`src/hdl/dfm_defs.svh`:
```
// Constants of the digital input and output function map.
`ifndef DFM_DEFS_SVH
`define DFM_DEFS_SVH
// Parameter port indices.
`define DFM_IDX_FORCE_SEL   2'h0
`define DFM_IDX_FORCED_IN   2'h1
`define DFM_IDX_MON_IN      2'h2
// Reset value of the forcing selection.
`define DFM_FORCE_SEL_RST   16'h0000
// Reset value of the forced input levels.
`define DFM_FORCED_IN_RST   16'h0000
// Forcing selection codes.
`define DFM_FSEL_NONE       16'h0000
`define DFM_FSEL_IN         16'h0001
`define DFM_FSEL_OUT        16'h0002
`define DFM_FSEL_BOTH       16'h0003
`define DFM_FSEL_BUS        16'h0004
// Output function codes.
`define DFM_DO_READY        6'h01
`define DFM_DO_ROTATING     6'h02
`define DFM_DO_BRAKE        6'h09
`define DFM_DO_WARN         6'h0a
`define DFM_DO_FAULT        6'h0b
`define DFM_DO_COMPARE      6'h19
`define DFM_DO_SAFETY       6'h20
// Lowest bit of the fieldbus output object used for output 1.
`define DFM_BUS_DO_LSB      16
// Input function slots in the assignment table.
`define DFM_FN_SERVO_EN     0
`define DFM_FN_FAULT_CLR    1
`define DFM_FN_FWD_LIMIT    2
`define DFM_FN_REV_LIMIT    3
`define DFM_FN_HOME_REF     4
`define DFM_FN_EMERG_HALT   5
`define DFM_FN_LATCH_A      6
`define DFM_FN_LATCH_B      7
`define DFM_NUM_IN_FN       8
`endif

```
`src/hdl/dfm_pkg.sv`:
```
// Types of the digital input and output function map.
`default_nettype none
package dfm_pkg;
  // Decoded forcing selection.
  typedef enum logic [2:0] {
    DFM_MODE_NONE,
    DFM_MODE_IN,
    DFM_MODE_OUT,
    DFM_MODE_BOTH,
    DFM_MODE_BUS
  } dfm_mode_t;
  // Internal drive status feeding the output functions.
  typedef struct packed {
    logic        ready;          // Drive is ready to run.
    logic        brake;          // Brake signal is being output.
    logic        warning;        // A warning is present.
    logic        fault;          // A fault is present.
    logic        cmp_passed;     // Target comparison point has been passed.
    logic        sto_a_powered;  // First safe torque off input has its supply.
    logic        sto_b_powered;  // Second safe torque off input has its supply.
    logic [15:0] speed_abs;      // Absolute filtered motor speed.
  } dfm_status_t;
  // Input function commands towards the drive core.
  typedef struct packed {
    logic servo_enable;          // Motor enabled.
    logic fault_clear;           // Latched fault reset.
    logic forward_inhibit;       // Forward motion inhibited.
    logic reverse_inhibit;       // Reverse motion inhibited.
    logic homing_reference;      // Load inside home switch range.
    logic emergency_halt;        // Stop at zero speed and hold.
    logic latch_arm_a;           // First probe capture allowed.
    logic latch_arm_b;           // Second probe capture allowed.
  } dfm_in_fn_t;
endpackage
`default_nettype wire

```
`src/hdl/dfm_top.sv`:
```
// Digital input and output function map of a servo drive.
//
// Summary of operation
// - Servo enable follows input, non-bus mode only.
// - Fault clear acts only in non-bus mode.
// - Forward limit active inhibits forward motion.
// - Reverse limit active inhibits reverse motion.
// - Home reference is a plain level.
// - Emergency halt is a plain level; stopping is left to the core.
// - Latch triggers only arm probe capture.
// - Ready output follows drive ready.
// - Rotating output when speed reaches threshold.
// - Brake output follows brake signal.
// - Warning output follows warning present.
// - Fault output follows fault present.
// - Compare output when comparison point passed.
// - Safety output when both supplies lost.
// - Forced inputs ignore terminal levels entirely.
// - Selection decodes none, in, out, both, bus.
// - Selection resets zero, writable, acts immediately.
// - Forced input bit one gives high level; forced output bit one gives activity.
// - Polarity per input; levels readable.
// - Bit zero is input one, ascending.
// - Reset or selection zero restores terminals.
// - Bus forcing uses bits sixteen upward.
`timescale 1ns/100ps
`default_nettype none
`include "dfm_defs.svh"
module dfm_top
  import dfm_pkg::*;
#(
  parameter int NUM_DI = 5,                          // Number of input terminals.
  parameter int NUM_DO = 3                           // Number of output terminals.
) (
  input  wire logic                   mclk,              // Control clock, 200 MHz.
  input  wire logic                   rst_n,             // Synchronous reset, active low.
  input  wire logic [NUM_DI-1:0]      di_pin,            // Terminal input levels.
  input  wire logic [NUM_DI-1:0]      di_active_low,     // Input polarity, 1 is active low.
  input  wire logic [23:0]            in_fn_map,         // Terminal number per function.
  input  wire logic [NUM_DO*6-1:0]    do_fn_code,        // Function code per output.
  input  wire logic [NUM_DO-1:0]      do_active_low,     // Output polarity, 1 is active low.
  input  wire logic [NUM_DO-1:0]      forced_do_active,  // Forced output activity.
  input  wire logic [31:0]            fieldbus_out_en,   // Fieldbus output enable object.
  input  wire logic [31:0]            fieldbus_out_val,  // Fieldbus output object.
  input  wire logic                   bus_control_mode,  // High in bus control mode.
  input  wire logic [15:0]            rotation_speed_threshold, // Rotation threshold.
  input  wire dfm_status_t            drive_status,      // Internal drive status.
  input  wire logic                   par_wr,            // Parameter write strobe.
  input  wire logic [1:0]             par_idx,           // Parameter index.
  input  wire logic [15:0]            par_wdata,         // Parameter write data.
  output logic [15:0]                 par_rdata_reg,     // Parameter read data.
  output dfm_in_fn_t                  in_fn_reg,         // Input function commands.
  output logic [NUM_DO-1:0]           do_pin_reg,        // Terminal output levels.
  output logic [15:0]                 io_forcing_select_reg // Forcing selection.
);

  // Terminal numbers are three bits wide, so at most seven inputs can be
  // assigned; outputs are capped at eight, inside the sixteen bits of the fieldbus window.
  if (NUM_DI < 1 || NUM_DI > 7 || NUM_DO < 1 || NUM_DO > 8) begin : g_bad_counts
    $error("dfm_top: terminal counts out of range");
  end

  ////////////////////////////////////////////////////////////////////////////
  // Parameter storage.

  logic [15:0]       forced_input_levels_reg;  // Forced input levels.
  logic [15:0]       forced_input_levels_next; // Next forced input levels.
  logic [15:0]       force_sel_next;           // Next forcing selection.
  logic [15:0]       par_rdata_next;           // Next read data.
  logic [NUM_DI-1:0] monitored_input_levels_reg; // Levels seen by functions.
  dfm_mode_t         mode;                     // Decoded forcing selection.

  // Writes take effect at once, even while the drive runs.
  always_comb begin
    force_sel_next           = io_forcing_select_reg;
    forced_input_levels_next = forced_input_levels_reg;
    par_rdata_next           = 16'h0000;
    if (par_wr && par_idx == `DFM_IDX_FORCE_SEL) begin
      force_sel_next = par_wdata;
    end
    if (par_wr && par_idx == `DFM_IDX_FORCED_IN) begin
      forced_input_levels_next = par_wdata;
    end
    case (par_idx)
      `DFM_IDX_FORCE_SEL: par_rdata_next = io_forcing_select_reg;
      `DFM_IDX_FORCED_IN: par_rdata_next = forced_input_levels_reg;
      `DFM_IDX_MON_IN:    par_rdata_next = 16'(monitored_input_levels_reg);
      default:            par_rdata_next = 16'h0000;
    endcase
  end

  // Forcing is not kept over a restart; reset returns to terminals.
  always_ff @(posedge mclk) begin
    if (!rst_n) begin
      io_forcing_select_reg   <= `DFM_FORCE_SEL_RST;
      forced_input_levels_reg <= `DFM_FORCED_IN_RST;
      par_rdata_reg           <= 16'h0000;
    end else begin
      io_forcing_select_reg   <= force_sel_next;
      forced_input_levels_reg <= forced_input_levels_next;
      par_rdata_reg           <= par_rdata_next;
    end
  end

  // Unknown selection values fall back to no forcing.
  always_comb begin
    case (io_forcing_select_reg)
      `DFM_FSEL_NONE: mode = DFM_MODE_NONE;
      `DFM_FSEL_IN:   mode = DFM_MODE_IN;
      `DFM_FSEL_OUT:  mode = DFM_MODE_OUT;
      `DFM_FSEL_BOTH: mode = DFM_MODE_BOTH;
      `DFM_FSEL_BUS:  mode = DFM_MODE_BUS;
      default:        mode = DFM_MODE_NONE;
    endcase
  end

  ////////////////////////////////////////////////////////////////////////////
  // Input sampling and function map.

  logic [NUM_DI-1:0] levels_next; // Next sampled levels.
  logic [NUM_DI-1:0] di_act;      // Active flag per terminal.
  dfm_in_fn_t        in_fn_next;  // Next function commands.
  logic [7:0]        fn_act;      // Active flag per function slot.
  logic [2:0]        term;        // Terminal number of one slot.

  // One registered source feeds every function, so a source change lands
  // on all of them at the same sample and no mixed state can appear.
  always_comb begin
    if (mode == DFM_MODE_IN || mode == DFM_MODE_BOTH) begin
      levels_next = forced_input_levels_reg[NUM_DI-1:0];
    end else begin
      levels_next = di_pin;
    end
  end

  always_ff @(posedge mclk) begin
    if (!rst_n) begin
      monitored_input_levels_reg <= '0;
    end else begin
      monitored_input_levels_reg <= levels_next;
    end
  end

  // Polarity turns levels into activity, then the table picks terminals.
  always_comb begin
    di_act = monitored_input_levels_reg ^ di_active_low;
    fn_act = 8'h00;
    term   = 3'h0;
    for (int f = 0; f < `DFM_NUM_IN_FN; f++) begin
      term = in_fn_map[f*3 +: 3];
      if (term != 3'h0 && int'(term) <= NUM_DI) begin
        fn_act[f] = di_act[term - 3'h1];
      end
    end
    in_fn_next.servo_enable     = fn_act[`DFM_FN_SERVO_EN] & ~bus_control_mode;
    in_fn_next.fault_clear      = fn_act[`DFM_FN_FAULT_CLR] & ~bus_control_mode;
    in_fn_next.forward_inhibit  = fn_act[`DFM_FN_FWD_LIMIT];
    in_fn_next.reverse_inhibit  = fn_act[`DFM_FN_REV_LIMIT];
    in_fn_next.homing_reference = fn_act[`DFM_FN_HOME_REF];
    in_fn_next.emergency_halt   = fn_act[`DFM_FN_EMERG_HALT];
    // The probe engine only sees an arming level here, never a capture.
    in_fn_next.latch_arm_a      = fn_act[`DFM_FN_LATCH_A];
    in_fn_next.latch_arm_b      = fn_act[`DFM_FN_LATCH_B];
  end

  always_ff @(posedge mclk) begin
    if (!rst_n) begin
      in_fn_reg <= '0;
    end else begin
      in_fn_reg <= in_fn_next;
    end
  end

  ////////////////////////////////////////////////////////////////////////////
  // Output functions and forcing.

  logic [NUM_DO-1:0] do_act;    // Function activity per output.
  logic [NUM_DO-1:0] do_next;   // Next terminal levels.
  logic              rotating;  // Speed has reached threshold.
  logic              safe_off;  // Both safe torque off supplies lost.

  // Outputs are level = activity xor polarity; bus forcing sets levels.
  always_comb begin
    rotating = drive_status.speed_abs >= rotation_speed_threshold;
    safe_off = ~drive_status.sto_a_powered & ~drive_status.sto_b_powered;
    do_act   = '0;
    do_next  = '0;
    for (int d = 0; d < NUM_DO; d++) begin
      case (do_fn_code[d*6 +: 6])
        `DFM_DO_READY:    do_act[d] = drive_status.ready;
        `DFM_DO_ROTATING: do_act[d] = rotating;
        `DFM_DO_BRAKE:    do_act[d] = drive_status.brake;
        `DFM_DO_WARN:     do_act[d] = drive_status.warning;
        `DFM_DO_FAULT:    do_act[d] = drive_status.fault;
        `DFM_DO_COMPARE:  do_act[d] = drive_status.cmp_passed;
        `DFM_DO_SAFETY:   do_act[d] = safe_off;
        default:          do_act[d] = 1'b0;
      endcase
      if (mode == DFM_MODE_OUT || mode == DFM_MODE_BOTH) begin
        do_act[d] = forced_do_active[d];
      end
      do_next[d] = do_act[d] ^ do_active_low[d];
      // Outputs without an enable bit keep their normal function.
      if (mode == DFM_MODE_BUS && fieldbus_out_en[`DFM_BUS_DO_LSB + d]) begin
        do_next[d] = fieldbus_out_val[`DFM_BUS_DO_LSB + d];
      end
    end
  end

  always_ff @(posedge mclk) begin
    if (!rst_n) begin
      do_pin_reg <= '0;
    end else begin
      do_pin_reg <= do_next;
    end
  end
endmodule
`default_nettype wire

```
`config.mk`:
```
export PLATFORM = sky130hd
export DESIGN_NAME = dfm_top
export DESIGN_NICKNAME = d
export VERILOG_FILES = /design/src/hdl/dfm_pkg.sv /design/src/hdl/dfm_top.sv
export VERILOG_INCLUDE_DIRS = /design/src /design/src/hdl
export SDC_FILE = /design/constraint.sdc
export NUM_CORES = 1
export LEC_CHECK = 0
export BUFFER_PORTS_ARGS = -buffer_cell sky130_fd_sc_hd__buf_4
export CORE_ASPECT_RATIO = 1.5
export CORE_MARGIN = 5
export CORE_UTILIZATION = 49
export CTS_CLUSTER_SIZE = 30
export DETAILED_ROUTE_END_ITERATION = 6
export GPL_ROUTABILITY_DRIVEN = 0
export PLACE_DENSITY = 0.87
export REMOVE_ABC_BUFFERS = 1
export SKIP_LAST_GASP = 1
export SLEW_MARGIN = 10
export SYNTH_ARGS = -nofsm -noshare
export SYNTH_HDL_FRONTEND = slang
export SYNTH_SLANG_ARGS = --single-unit
```
`constraint.sdc`:
```
create_clock -name mclk -period 3.75 [get_ports mclk]
set_clock_uncertainty 0.2 [all_clocks]
set_input_delay 0.1875 -clock mclk [delete_from_list [all_inputs] [get_ports mclk]]
set_output_delay 0.1875 -clock mclk [all_outputs]
set_load 0.03 [all_outputs]
```
==> results.sh <==
export IMPL_vdd_ir_drop_max_uv=315.8
export IMPL_synth_area_mm2=0.004033
export IMPL_ys_types=47
export IMPL_dr_pass1_iters=4
export IMPL_p_per_area_mw_per_mm2=340.7
export IMPL_final_nets=898
export IMPL_synth_edf_count=0
export IMPL_holdWs_ps=21.48
export IMPL_finalMaxSlewViolations=0
export IMPL_crit_path_top_delay_cell="dlygate4sd3_1"
export IMPL_die_width_um=84.07
export IMPL_rows=40
export IMPL_path_max_fanout=8
export IMPL_max_cap_violations=0
export IMPL_final_cells=784
export IMPL_synth_top_area_cell="dfxtp_1"
export IMPL_outcome="finished, final reports clean"
export IMPL_cp_top_family="simple AND/OR/NAND/NOR gates"
export IMPL_async_flop_share_pct=0
export IMPL_wl_per_cell_um=16.30
export IMPL_syn_avg_cell_area_um2=8.472
export IMPL_setup_worst_path_start="io_forcing_select_reg[9]"
export IMPL_grt_usage_pct=25.38
export IMPL_grt_pass1_wl_mm=20.80
export IMPL_die_y_um=121.1
export IMPL_final_hold_viol_count=0
export IMPL_postPlaceCellArea_mm2=0.005361
export IMPL_ys_flop_type="dfxtp_1"
export IMPL_core_mm2=0.008008
export IMPL_numCtsBuffers=9
export IMPL_grt_max_degree=55
export IMPL_synth_area_leaders="dfxtp_1 (32%), ha_1 (12%), nand2_1 (9.0%), mux2i_1 (6.0%), a21boi_0 (6.0%)"
export IMPL_finalSetupViolations=0
export IMPL_cts_sinks=64
export IMPL_cts_resized=0
export IMPL_layout_drive_gt1_share_pct=29.46
export IMPL_fin_tns_setup_ps=0
export IMPL_root_buffer="clkbuf_16"
export IMPL_gr_total_overflow=0
export IMPL_synthCells=476
export IMPL_slew_limit_headroom_pct=23.24
export IMPL_crit_path_max_incr_delay_ps=560
export IMPL_place_hpwl_mm=9.301
export IMPL_fin_crit_ps=2968
export IMPL_start_util_pct=50.36
export IMPL_worstSetupPathType="reg -> reg"
export IMPL_synth_seq_cells=64
export IMPL_use_met3_pct=6.861
export IMPL_rsz0062_at_grt="no"
export IMPL_crit_chain="nor4_2 > nand4_2 > nor3b_4 > mux2_4 > a21oi_1 > xor2_1 > o22ai_1 > dlygate4sd3_1"
export IMPL_grt_pass1_vias=4491
export IMPL_remaining_drc_errors=0
export IMPL_max_freq_mhz=336.9
export IMPL_worstReg2RegStart="io_forcing_select_reg[9]"
export IMPL_io_buffers=167
export IMPL_area_growth_syn_to_layout_pct=49.64
export IMPL_cts_tree="yes"
export IMPL_arrival_ps=2980
export IMPL_gr_max_usage_layer="met2"
export IMPL_dieArea_mm2=0.01018
export IMPL_worst_ep_required_time_ps=3760
export IMPL_min_delay_start="in_fn_map[2]"
export IMPL_use_met2_pct=48.42
export IMPL_ant_nets=0
export IMPL_drtIter0Drc=230
export IMPL_synth_top_area_share_pct=31.77
export IMPL_met1_usage_pct=24.61
export IMPL_endpoint_kind="flip-flop"
export IMPL_dp_cells=732
export IMPL_cts_max_level=3
export IMPL_min_path_type="in -> reg"
export IMPL_clk_pin_slew_ps=50
export IMPL_insertion_delay_ps=330
export IMPL_num_io_pins=226
export IMPL_worst_slew_pin_slew_ps=1146
export IMPL_vias=4236
export IMPL_yosysWarnings=0
export IMPL_yosysSeqAreaShare_pct=31.77
export IMPL_crit_buf_inv=1
export IMPL_fin_area_mm2=0.006035
export IMPL_clockBufferDepth=2
export IMPL_drt_total_wl_mm=12.78
export IMPL_antenna_found_initial=0
export IMPL_start_kind="flip-flop"
export IMPL_n_antenna_cell=0
export IMPL_vias_per_cell=5.403
export IMPL_p_leak_nw=2.760
export IMPL_timing_final_crit_share_pct=79.15
-- where the power goes --
| group | switching, W | internal, W | total [W] | leakage (nW) |
|---|---|---|---|---|
| Combinational | 0.000226 | 0.000240 | 0.000465 | 2.09 |
| Clock | 0.000292 | 0.000576 | 0.000867 | 0.149 |
| Sequential | 0.0000160 | 0.000707 | 0.000723 | 0.521 |
-- cell usage in the layout, fill, tap and decap left out, types with 3 or more instances in the layout --
master           n
a211oi_1        10
a21oi_1         10
dfxtp_1         64
nand2_1         97
nand2b_1         5
xor2_1           4
clkbuf_16        9
nor4b_1          3
xnor2_1         12
and2_1           5
o22ai_1          4
mux2i_1         24
o21ai_0         26
mux4_2           8
buf_4          167
inv_1           36
nor4_1           4
dlygate4sd3_1   37
a21boi_0        32
ha_1            40
nor2_1          29
a31oi_1          9
nor2b_1          9
-- Yosys cell counts, drive strengths merged (8+ instances only) --
| cell type | instances |
|---|---|
| xnor2 | 12 |
| nor2 | 29 |
| a21oi | 10 |
| ha | 40 |
| dfxtp | 64 |
| inv | 36 |
| a211oi | 10 |
| o21ai | 26 |
| clkbuf | 15 |
| a21boi | 32 |
| nor2b | 9 |
| mux2i | 24 |
| mux4 | 8 |
| nand2 | 97 |
| a31oi | 9 |
-- cell families (layout without fill, tap and decap cells) --
logic type / after synthesis / after routing / synth area share [%]
compound gates: 99 / 99 / 16.04
fa+ha+maj: 40 / 40 / 12.41
buf+inv: 52 / 255 / 4.871
mux: 34 / 34 / 11.08
simple gates: 171 / 171 / 20.35
xor+xnor: 16 / 16 / 3.475
flops: 64 / 64 / 31.77
-- area by class of cell --
class	count	area [µm²]
clock buffer	11	232.7
clock inverter	4	70.07
fill	558	1973
inverter	36	135.1
multi-input combinational	360	2560
sequential	64	1281
tap	105	131.4
timing repair buffer	204	1624
-- final timing paths --
kind,slack (ps),cells past startpoint,to
setup / recovery,780,8,do_pin_reg[0]
hold / removal,20,3,in_fn_reg[7]
setup reg to reg,780,8,do_pin_reg[0]
hold reg to reg,270,2,forced_input_levels_reg[13]
-- what timing repair did --
item	CTS	global route
setup endpoints to repair	0	0
buffers inserted	0	0
hold buffers	37	0
endpoints found under the hold margin	47	0
-- worst min-delay path: cells and delay by family --
family,cells,cell delay (ps)
xor gates and xnor gates,1,140
buffers and inverters,1,100
AOI/OAI and AO/OA,1,80
-- layer usage --
metal	vias to the layer above	part of all wire, %
li1	2032	-
met5	-	0
met3	36	7.2
met2	191	55
met1	1977	35
met4	0	3.4
-- through the flow --
| step | utilization, % | setup WS (ps) | total power [W] |
|---|---|---|---|
| after floorplan | - | 1504 | 0.0009501 |
| after global placement | 66.95 | 1358 | 0.001142 |
| after detailed placement | 66.95 | 1353 | 0.001160 |
| after CTS | 75.36 | 803.3 | 0.002056 |
| after global routing | 75.36 | 652.2 | 0.002138 |
| final | 75.36 | 782.0 | 0.002056 |
No activity file was read; power rests on OpenSTA's default activity.
